$ cat src/rtl/tdst_map.vh
// tdst_map.vh: register offsets, field positions, reset values and timing counts
// assumes: included by bare name from the timer design files
`ifndef TDST_MAP_VH
`define TDST_MAP_VH

// ------------------------------------------------------------
// register indices (byte address is four times the index)
// ------------------------------------------------------------
`define TDST_IDX_START      16'h3206
`define TDST_IDX_STOP       16'h3207
`define TDST_IDX_DAY        16'h3208
`define TDST_IDX_ACTION     16'h3209
`define TDST_IDX_REFSRC     16'h320a
`define TDST_IDX_TIMER2     16'h320b
`define TDST_IDX_CLK_HM     16'h3300
`define TDST_IDX_CLK_DS     16'h3301
`define TDST_IDX_CLK_CTRL   16'h3302
`define TDST_IDX_STATUS     16'h3303
`define TDST_FIELDS         16'h0005

// ------------------------------------------------------------
// field layout: time as hour in [12:8], minute in [5:0]
// ------------------------------------------------------------
`define TDST_HOUR_MSB       12
`define TDST_HOUR_LSB       8
`define TDST_MIN_MSB        5
`define TDST_MIN_LSB        0
`define TDST_MAX_HOUR       5'h18
`define TDST_MAX_MIN        6'h3b
`define TDST_DOW_MSB        10
`define TDST_DOW_LSB        8

// ------------------------------------------------------------
// codes and reset values
// ------------------------------------------------------------
`define TDST_DAY_OFF        4'h0
`define TDST_DAY_DAILY      4'h1
`define TDST_DAY_WEEKDAYS   4'h2
`define TDST_DAY_WEEKEND    4'h3
`define TDST_DAY_MONDAY     4'h4
`define TDST_DAY_MAX        4'ha
`define TDST_ACT_DOUT       2'h0
`define TDST_ACT_RUN        2'h1
`define TDST_ACT_RUN_NOPI   2'h2
`define TDST_REF_MAX        3'h6
`define TDST_RST_TIME       16'h0000
`define TDST_RST_SEL        16'h0000

// ------------------------------------------------------------
// timing: clock rate and one second of time of day
// ------------------------------------------------------------
`define TDST_CLK_HZ         100000000
`define TDST_SEC_NS         1000000000
`define TDST_CLK_NS         10
`define TDST_SEC_CYCLES     (`TDST_SEC_NS / `TDST_CLK_NS)

`endif

$ cat src/rtl/tdst_top.v
// tdst_top.v: time-of-day sequence timer with real-time clock and wishbone slave
// assumes: classic wishbone master on CLOCK_IN, synchronous active-high reset
//
// Function
// - start and stop times take hh:mm from 00:00 to 24:00 and reset to 00:00.
// - day code 0 off, 1 daily, 2 mon-fri, 3 weekend, 4..10 monday..sunday, reset 0.
// - action code 0 output only, 1 run request, 2 run request with pi off, reset 0.
// - reference code 0..3 operator presets, 4 terminals, 5 serial, 6 option card, reset 0.
// - the reference selection is applied only for action codes 1 and 2.
// - a settable real-time clock holds day of week and time and feeds the compare.
// - slots of later timers follow the first from index 320b, five fields each, but hold no storage and read zero.
//
// The Wishbone slave port was chosen for this implementation.
`include "tdst_map.vh"

module tdst_top #(
  parameter SEC_CYCLES = `TDST_SEC_CYCLES,
  parameter NUM_TIMERS = 1
) (
  input  wire        CLOCK_IN,
  input  wire        RST_IN,
  input  wire        WB_CYC_IN,
  input  wire        WB_STB_IN,
  input  wire        WB_WE_IN,
  input  wire [17:0] WB_ADR_IN,
  input  wire [3:0]  WB_SEL_IN,
  input  wire [31:0] WB_DAT_IN,
  output reg  [31:0] WB_DAT_OUT,
  output reg         WB_ACK_OUT,
  output reg         TIMER_ACTIVE_OUT,
  output reg         DIGITAL_OUT,
  output reg         RUN_REQUEST_OUT,
  output reg         PI_DISABLE_OUT,
  output reg         REF_OVERRIDE_OUT,
  output reg  [2:0]  REF_SOURCE_OUT
);

  // ------------------------------------------------------------
  // declarations
  // ------------------------------------------------------------
  reg  [15:0] start_time_reg;
  reg  [15:0] stop_time_reg;
  reg  [3:0]  day_select_reg;
  reg  [1:0]  action_select_reg;
  reg  [2:0]  ref_source_reg;
  reg  [31:0] sec_cnt_reg;
  reg         sec_tick_reg;
  reg         clk_load_reg;
  reg  [4:0]  load_hour_reg;
  reg  [5:0]  load_min_reg;
  reg  [5:0]  load_sec_reg;
  reg  [2:0]  load_dow_reg;
  reg  [15:0] clock_set_control_reg;
  reg  [31:0] rd_next;
  reg         day_match_next;
  reg         time_ok_next;
  wire [4:0]  rtc_hour;
  wire [5:0]  rtc_min;
  wire [5:0]  rtc_sec;
  wire [2:0]  rtc_dow;
  wire [15:0] idx;
  wire        req;
  wire        wr_en;
  wire [15:0] wd;
  wire [10:0] now_min;
  wire [10:0] start_min;
  wire [10:0] stop_min;
  wire        active_now;
  wire        time_field_ok;
  wire [4:0]  wd_hour;
  wire [5:0]  wd_min;
  wire [15:0] fld_off;
  wire        tmr_space;
  wire        tmr_later;
  wire        day_ok;
  wire        act_ok;
  wire        ref_ok;
  wire        clk_hm_ok;
  wire        clk_ds_ok;
  wire [14:0] cmp_hour;
  wire [17:0] cmp_min;
  wire [32:0] cmp_tod;
  genvar      g;

  // ------------------------------------------------------------
  // bus decode: word index from byte address, low half in lanes 0 and 1
  // ------------------------------------------------------------
  assign idx     = WB_ADR_IN[17:2];
  assign req     = WB_CYC_IN & WB_STB_IN & ~WB_ACK_OUT;
  assign wr_en   = req & WB_WE_IN & WB_SEL_IN[0] & WB_SEL_IN[1];
  assign wd      = WB_DAT_IN[15:0];
  assign wd_hour = wd[`TDST_HOUR_MSB:`TDST_HOUR_LSB];
  assign wd_min  = wd[`TDST_MIN_MSB:`TDST_MIN_LSB];
  // times accepted only up to 24:00, minutes up to 59
  assign time_field_ok = (wd_hour < `TDST_MAX_HOUR && wd_min <= `TDST_MAX_MIN) ||
                         (wd_hour == `TDST_MAX_HOUR && wd_min == 6'h00);
  // range checks for the select codes and the clock staging words
  assign day_ok    = (wd <= {12'h000, `TDST_DAY_MAX});
  assign act_ok    = (wd <= {14'h0, `TDST_ACT_RUN_NOPI});
  assign ref_ok    = (wd <= {13'h0, `TDST_REF_MAX});
  assign clk_hm_ok = (wd_hour < `TDST_MAX_HOUR) && (wd_min <= `TDST_MAX_MIN);
  assign clk_ds_ok = (wd[`TDST_DOW_MSB:`TDST_DOW_LSB] <= 3'h6) && (wd_min <= `TDST_MAX_MIN);

  // ------------------------------------------------------------
  // timer field space: timer n owns the five indices from start + 5n
  // ------------------------------------------------------------
  // only the first timer holds storage; slots of later timers read zero
  assign fld_off   = idx - `TDST_IDX_START;
  assign tmr_space = (idx >= `TDST_IDX_START) && ({16'h0000, fld_off} < NUM_TIMERS * `TDST_FIELDS);
  assign tmr_later = tmr_space && (fld_off >= `TDST_FIELDS);

  // ------------------------------------------------------------
  // one-second enable from the system clock
  // ------------------------------------------------------------
  always @(posedge CLOCK_IN) begin
    if (RST_IN) begin
      sec_cnt_reg  <= 32'h00000000;
      sec_tick_reg <= 1'b0;
    end else if (sec_cnt_reg == SEC_CYCLES - 1) begin
      sec_cnt_reg  <= 32'h00000000;
      sec_tick_reg <= 1'b1;
    end else begin
      sec_cnt_reg  <= sec_cnt_reg + 32'h00000001;
      sec_tick_reg <= 1'b0;
    end
  end

  // ------------------------------------------------------------
  // real-time clock
  // ------------------------------------------------------------
  tdst_rtc u_rtc (
    .clk_in       (CLOCK_IN),
    .rst_in       (RST_IN),
    .tick_in      (sec_tick_reg),
    .load_in      (clk_load_reg),
    .load_hour_in (load_hour_reg),
    .load_min_in  (load_min_reg),
    .load_sec_in  (load_sec_reg),
    .load_dow_in  (load_dow_reg),
    .hour_out     (rtc_hour),
    .min_out      (rtc_min),
    .sec_out      (rtc_sec),
    .dow_out      (rtc_dow)
  );

  // ------------------------------------------------------------
  // register writes; out-of-range values are ignored
  // ------------------------------------------------------------
  always @(posedge CLOCK_IN) begin
    if (RST_IN) begin
      start_time_reg        <= `TDST_RST_TIME;
      stop_time_reg         <= `TDST_RST_TIME;
      day_select_reg        <= `TDST_DAY_OFF;
      action_select_reg     <= `TDST_ACT_DOUT;
      ref_source_reg        <= 3'h0;
      clk_load_reg          <= 1'b0;
      load_hour_reg         <= 5'h00;
      load_min_reg          <= 6'h00;
      load_sec_reg          <= 6'h00;
      load_dow_reg          <= 3'h0;
      clock_set_control_reg <= `TDST_RST_SEL;
    end else begin
      clk_load_reg <= 1'b0;
      if (wr_en) begin
        case (idx)
          `TDST_IDX_START: begin
            if (time_field_ok) start_time_reg <= {3'h0, wd_hour, 2'h0, wd_min};
          end
          `TDST_IDX_STOP: begin
            if (time_field_ok) stop_time_reg <= {3'h0, wd_hour, 2'h0, wd_min};
          end
          `TDST_IDX_DAY: begin
            if (day_ok) day_select_reg <= wd[3:0];
          end
          `TDST_IDX_ACTION: begin
            if (act_ok) action_select_reg <= wd[1:0];
          end
          `TDST_IDX_REFSRC: begin
            if (ref_ok) ref_source_reg <= wd[2:0];
          end
          `TDST_IDX_CLK_HM: begin
            if (clk_hm_ok) begin
              load_hour_reg <= wd_hour;
              load_min_reg  <= wd_min;
            end
          end
          `TDST_IDX_CLK_DS: begin
            if (clk_ds_ok) begin
              load_dow_reg <= wd[`TDST_DOW_MSB:`TDST_DOW_LSB];
              load_sec_reg <= wd_min;
            end
          end
          `TDST_IDX_CLK_CTRL: begin
            // writing 1 loads the staged time into the clock
            clock_set_control_reg <= {15'h0, wd[0]};
            clk_load_reg          <= wd[0];
          end
          default: begin
          end
        endcase
      end
    end
  end

  // ------------------------------------------------------------
  // activity compare in minutes of the day
  // ------------------------------------------------------------
  // slot 0 is the clock, 1 the start time, 2 the stop time
  assign cmp_hour = {stop_time_reg[12:8], start_time_reg[12:8], rtc_hour};
  assign cmp_min  = {stop_time_reg[5:0], start_time_reg[5:0], rtc_min};

  // hours times 60 as hours times 64 minus hours times 4
  generate
    for (g = 0; g < 3; g = g + 1) begin : g_tod
      assign cmp_tod[g*11 +: 11] = {cmp_hour[g*5 +: 5], 6'h00} - {4'h0, cmp_hour[g*5 +: 5], 2'h0} +
                                   {5'h00, cmp_min[g*6 +: 6]};
    end
  endgenerate
  assign now_min   = cmp_tod[10:0];
  assign start_min = cmp_tod[21:11];
  assign stop_min  = cmp_tod[32:22];

  // day decode, monday is dow 0
  always @* begin
    day_match_next = 1'b0;
    case (day_select_reg)
      `TDST_DAY_OFF:      day_match_next = 1'b0;
      `TDST_DAY_DAILY:    day_match_next = 1'b1;
      `TDST_DAY_WEEKDAYS: day_match_next = (rtc_dow <= 3'h4);
      `TDST_DAY_WEEKEND:  day_match_next = (rtc_dow >= 3'h5);
      default: begin
        day_match_next = (day_select_reg <= `TDST_DAY_MAX) &&
                         ({1'b0, rtc_dow} == day_select_reg - `TDST_DAY_MONDAY);
      end
    endcase
  end

  // start inclusive, stop exclusive, relies on start <= stop
  always @* begin
    time_ok_next = (now_min >= start_min) && (now_min < stop_min);
  end

  assign active_now = day_match_next & time_ok_next;

  // ------------------------------------------------------------
  // action outputs, all registered
  // ------------------------------------------------------------
  always @(posedge CLOCK_IN) begin
    if (RST_IN) begin
      TIMER_ACTIVE_OUT <= 1'b0;
      DIGITAL_OUT      <= 1'b0;
      RUN_REQUEST_OUT  <= 1'b0;
      PI_DISABLE_OUT   <= 1'b0;
      REF_OVERRIDE_OUT <= 1'b0;
      REF_SOURCE_OUT   <= 3'h0;
    end else begin
      TIMER_ACTIVE_OUT <= active_now;
      DIGITAL_OUT      <= active_now;
      RUN_REQUEST_OUT  <= active_now && (action_select_reg != `TDST_ACT_DOUT);
      PI_DISABLE_OUT   <= active_now && (action_select_reg == `TDST_ACT_RUN_NOPI);
      REF_OVERRIDE_OUT <= active_now && (action_select_reg != `TDST_ACT_DOUT);
      REF_SOURCE_OUT   <= (active_now && action_select_reg != `TDST_ACT_DOUT) ?
                          ref_source_reg : 3'h0;
    end
  end

  // ------------------------------------------------------------
  // read mux; unmapped and further-timer indices read zero
  // ------------------------------------------------------------
  always @* begin
    rd_next = 32'h00000000;
    case (idx)
      `TDST_IDX_START:    rd_next = {16'h0000, start_time_reg};
      `TDST_IDX_STOP:     rd_next = {16'h0000, stop_time_reg};
      `TDST_IDX_DAY:      rd_next = {28'h0000000, day_select_reg};
      `TDST_IDX_ACTION:   rd_next = {30'h0, action_select_reg};
      `TDST_IDX_REFSRC:   rd_next = {29'h0, ref_source_reg};
      `TDST_IDX_CLK_HM:   rd_next = {19'h0, rtc_hour, 2'h0, rtc_min};
      `TDST_IDX_CLK_DS:   rd_next = {21'h0, rtc_dow, 2'h0, rtc_sec};
      `TDST_IDX_CLK_CTRL: rd_next = {16'h0000, clock_set_control_reg};
      `TDST_IDX_STATUS:   rd_next = {26'h0, REF_OVERRIDE_OUT, PI_DISABLE_OUT, RUN_REQUEST_OUT,
                                     DIGITAL_OUT, day_match_next, TIMER_ACTIVE_OUT};
      default:            rd_next = 32'h00000000;
    endcase
    if (tmr_later) rd_next = 32'h00000000;
  end

  // ------------------------------------------------------------
  // ack one cycle after the request, dropped the next cycle
  // ------------------------------------------------------------
  always @(posedge CLOCK_IN) begin
    if (RST_IN) begin
      WB_ACK_OUT <= 1'b0;
      WB_DAT_OUT <= 32'h00000000;
    end else begin
      WB_ACK_OUT <= req;
      if (req && !WB_WE_IN) WB_DAT_OUT <= rd_next;
    end
  end

endmodule

$ cat src/rtl/tdst_rtc.v
// tdst_rtc.v: time-of-day clock with seconds, minutes, hours and day of week
// assumes: one clock, a one-cycle second tick from the parent, synchronous reset
`include "tdst_map.vh"

module tdst_rtc (
  input  wire        clk_in,
  input  wire        rst_in,
  input  wire        tick_in,
  input  wire        load_in,
  input  wire [4:0]  load_hour_in,
  input  wire [5:0]  load_min_in,
  input  wire [5:0]  load_sec_in,
  input  wire [2:0]  load_dow_in,
  output reg  [4:0]  hour_out,
  output reg  [5:0]  min_out,
  output reg  [5:0]  sec_out,
  output reg  [2:0]  dow_out
);

  // ------------------------------------------------------------
  // counting: dow 0 is monday, 6 is sunday
  // ------------------------------------------------------------
  always @(posedge clk_in) begin
    if (rst_in) begin
      hour_out <= 5'h00;
      min_out  <= 6'h00;
      sec_out  <= 6'h00;
      dow_out  <= 3'h0;
    end else if (load_in) begin
      hour_out <= load_hour_in;
      min_out  <= load_min_in;
      sec_out  <= load_sec_in;
      dow_out  <= load_dow_in;
    end else if (tick_in) begin
      if (sec_out != 6'h3b) begin
        sec_out <= sec_out + 6'h01;
      end else begin
        sec_out <= 6'h00;
        if (min_out != `TDST_MAX_MIN) begin
          min_out <= min_out + 6'h01;
        end else begin
          min_out <= 6'h00;
          if (hour_out != 5'h17) begin
            hour_out <= hour_out + 5'h01;
          end else begin
            hour_out <= 5'h00;
            dow_out  <= (dow_out == 3'h6) ? 3'h0 : dow_out + 3'h1;
          end
        end
      end
    end
  end

endmodule

$ cat config.mk
export PLATFORM = sky130hd
export DESIGN_NAME = tdst_top
export DESIGN_NICKNAME = d
export VERILOG_FILES = /design/src/rtl/tdst_top.v /design/src/rtl/tdst_rtc.v
export VERILOG_INCLUDE_DIRS = /design/src /design/src/rtl
export SDC_FILE = /design/constraint.sdc
export NUM_CORES = 1
export LEC_CHECK = 0
export ABC_CLOCK_PERIOD_IN_PS = 5050
export BUFFER_PORTS_ARGS = -buffer_cell sky130_fd_sc_hd__buf_4
export CAP_MARGIN = 30
export CORE_MARGIN = 1
export CORE_UTILIZATION = 45
export CTS_BUF_LIST = sky130_fd_sc_hd__clkbuf_8
export CTS_CLUSTER_DIAMETER = 150
export CTS_CLUSTER_SIZE = 16
export DETAILED_ROUTE_END_ITERATION = 7
export RECOVER_POWER = 100
export SYNTH_ARGS = -nofsm -noshare
export SYNTH_HDL_FRONTEND = slang
export SYNTH_HIERARCHICAL = 1
export SYNTH_SLANG_ARGS = --single-unit
$ cat constraint.sdc
create_clock -name CLOCK_IN -period 5.05 [get_ports CLOCK_IN]
set_clock_uncertainty 0.15 [all_clocks]
set_input_delay 1.515 -clock CLOCK_IN [delete_from_list [all_inputs] [get_ports CLOCK_IN]]
set_output_delay 1.515 -clock CLOCK_IN [all_outputs]
set_load 0.005 [all_outputs]
==> reports/results.ini <==
[status]
status=complete, but fails checks
violations=max-capacitance violations, max-slew violations

[timing]
setup-violations-final=0
relSlewSlack=-0.696
hold_viol=0
rsz0062_at_grt=no
tightest_slew_ps=2540
worst_hold_slack_ps=290
min_period_over_period=0.900
period_needed_ps=4550
finalMaxSlewViolations=53
fmax_ghz=0.220
setup_tns_ps=0

[cts]
cts_tree=yes
clockBufferDepth=2
post_cts.repair.setup_buffers=0
cts.sinks=124
h-tree-depth=4
cts_resized=0
clkTransAtPathRegs_ps=80
root_buffer=clkbuf_8
cts_hold_buf=0
clk_latency_ps=450
cts_buffers=17

[route]
routedWlPerCell_um=16.5
routed_wl_mm=18.8
vias_per_cell=5.48
drc=0
ant_nets=0
firstDrtPassIters=6
vias=6238
drt_iter0_markers=410

[worst_setup_path]
slowest_delay_ps=890
cp_data_arrival_time_ps=4630
crit_path_end_kind=flip-flop
reg2reg_from=u_rtc/hour_out[0]$_SDFFE_PP0P_
crit_fanout=12
critical_path.endpoint=start_time_reg[10]$_SDFFE_PP0P_
r2r_cells=16
critPathLaunch=WB_ADR_IN[6]
r2r_slack_ps=680
r2r-end=REF_SOURCE_OUT[1]$_SDFF_PP0_
required_ps=5140
critPathLaunchType=input port
crit_path_cell_trace=clkbuf_4, or4_1, nor3_1, clkbuf_1, and3_1, and2_0, mux2i_1, nor2_1
crit_type=input port to flip-flop
cpMaxStageDelayCell=and2_0

[floorplan]
num_rows=46
core-area_um2=15900
ios=100
die-width_um=130
start_util=0.462
dieArea_um2=16900
die_h_um=130

[synth]
synth_seq_cells=124
synth_top_area_frac=0.337
synthArstFlopShare=0
avgSynthCellArea_um2=8.53
ys_warn_count=6
synthCells=863
synth_area_um2=7360
synthTopCellsByArea=dfxtp_1 34%, ha_1 7.8%, mux2i_1 7.6%
yosysTopAreaCell=dfxtp_1
yosysSeqAreaShare=0.337
synthFlopType=dfxtp_1
ys_types=82
synth_edf_count=0

[place]
place.gp.congestion=0.869
numPortBuffers=58
dpl.hpwl_mm=13.5
place_area_um2=7830
place_inst=1105

[power]
p_per_area_nw_per_um2=243
p_leak_nw=3.18
peakVddDrop_uv=166

[finish]
final_net_count=1013
layout-drive-gt1-share=0.122
mostFrequentLayoutCells=124 x dfxtp_1, 116 x nor2_1, 57 x nand2_1
largest_reg_flops=32
area_growth_pct=11.2
final_area_um2=8180
stdcell_count=1138
final_common_cell=dfxtp_1

[global_route]
grt_pass1_wl_mm=29.6
antenna_found_initial=0
first_global_vias=5462
grt_usage=0.231
grt_max_degree=53
grt-ovfl-total=0

[worst_hold_path]
worstHoldPathType=flip-flop to flip-flop

[flow_run]
max_cap_viol_count=1

==> worst max-delay path, delay by kind of cell <==
| family | cells | cell delay [ps] |
|---|---|---|
| and+or+nand+nor | 5 | 2280 |
| muxes | 1 | 280 |
| buffers and inverters | 2 | 550 |
==> worst min path at each step <==
stage	from	to	slack, ps	depth (start not counted)
2_1_floorplan	sec_cnt_reg[0]$_SDFF_PP0_	sec_cnt_reg[0]$_SDFF_PP0_	260	1
3_3_place_gp	sec_cnt_reg[0]$_SDFF_PP0_	sec_cnt_reg[0]$_SDFF_PP0_	280	1
3_5_place_dp	sec_cnt_reg[0]$_SDFF_PP0_	sec_cnt_reg[0]$_SDFF_PP0_	280	1
4_1_cts	sec_cnt_reg[0]$_SDFF_PP0_	sec_cnt_reg[0]$_SDFF_PP0_	290	1
5_1_grt	sec_cnt_reg[0]$_SDFF_PP0_	sec_cnt_reg[0]$_SDFF_PP0_	330	1
6_report	sec_cnt_reg[0]$_SDFF_PP0_	sec_cnt_reg[0]$_SDFF_PP0_	290	1
==> metrics by stage <==
stage | utilization | setup slack [ps] | power, W
6_report | 0.513 | 503 | 0.00199
5_1_grt | 0.513 | 290 | 0.00207
4_1_cts | 0.516 | 683 | 0.00202
3_5_place_dp | 0.491 | 742 | 0.00115
3_3_place_gp | 0.491 | 798 | 0.00115
2_1_floorplan | - | 1240 | 0.00111
==> Yosys cell counts, types with 16 or more instances <==
library cell,instances
dfxtp_1,124
nor2_1,116
nand2_1,57
mux2i_1,56
ha_1,46
inv_1,38
o21ai_0,36
a21oi_1,30
buf_4,27
xor2_1,26
nand3_1,21
clkbuf_1,20
nor3_1,18
xnor2_1,18
nor2b_1,17
nand4_1,16
==> power by group <==
part	total, W	internal (W)	switching [W]	leakage, nW
Combinational	0.000144	0.0000584	0.0000859	1.97
Clock	0.000863	0.000459	0.000404	0.213
Sequential	0.000983	0.000980	0.00000307	0.999
==> kinds of logic (layout without fill, tap and decap cells) <==
group / after synthesis / in the layout / synth area share
AO/OA/AOI/OAI: 154 / 154 / 0.145
flip-flops: 124 / 124 / 0.337
other: 1 / 22 / 0.000510
AND/OR/NAND/NOR: 338 / 338 / 0.238
multiplexers: 59 / 59 / 0.0808
XOR/XNOR: 44 / 44 / 0.0524
buffers and inverters: 97 / 135 / 0.0682
adder cells (fa/ha/maj): 46 / 46 / 0.0782
==> metal layers <==
metal  share of wire  GRT usage
met4           0.012     0.0663
met5               0          0
met2            0.43      0.349
met1            0.50      0.331
met3           0.052     0.0472
==> area by class of cell <==
type                    count  area (um^2)
clock buffers              19          262
clock inverters            13          126
well taps                 216          270
fillers                  1572         7760
multi-input cells         662         4430
flip-flops and latches    124         2480
inverters                  38          143
repair buffers             65          467
diodes                      1         2.50
No activity file was read; power rests on OpenSTA's default activity.
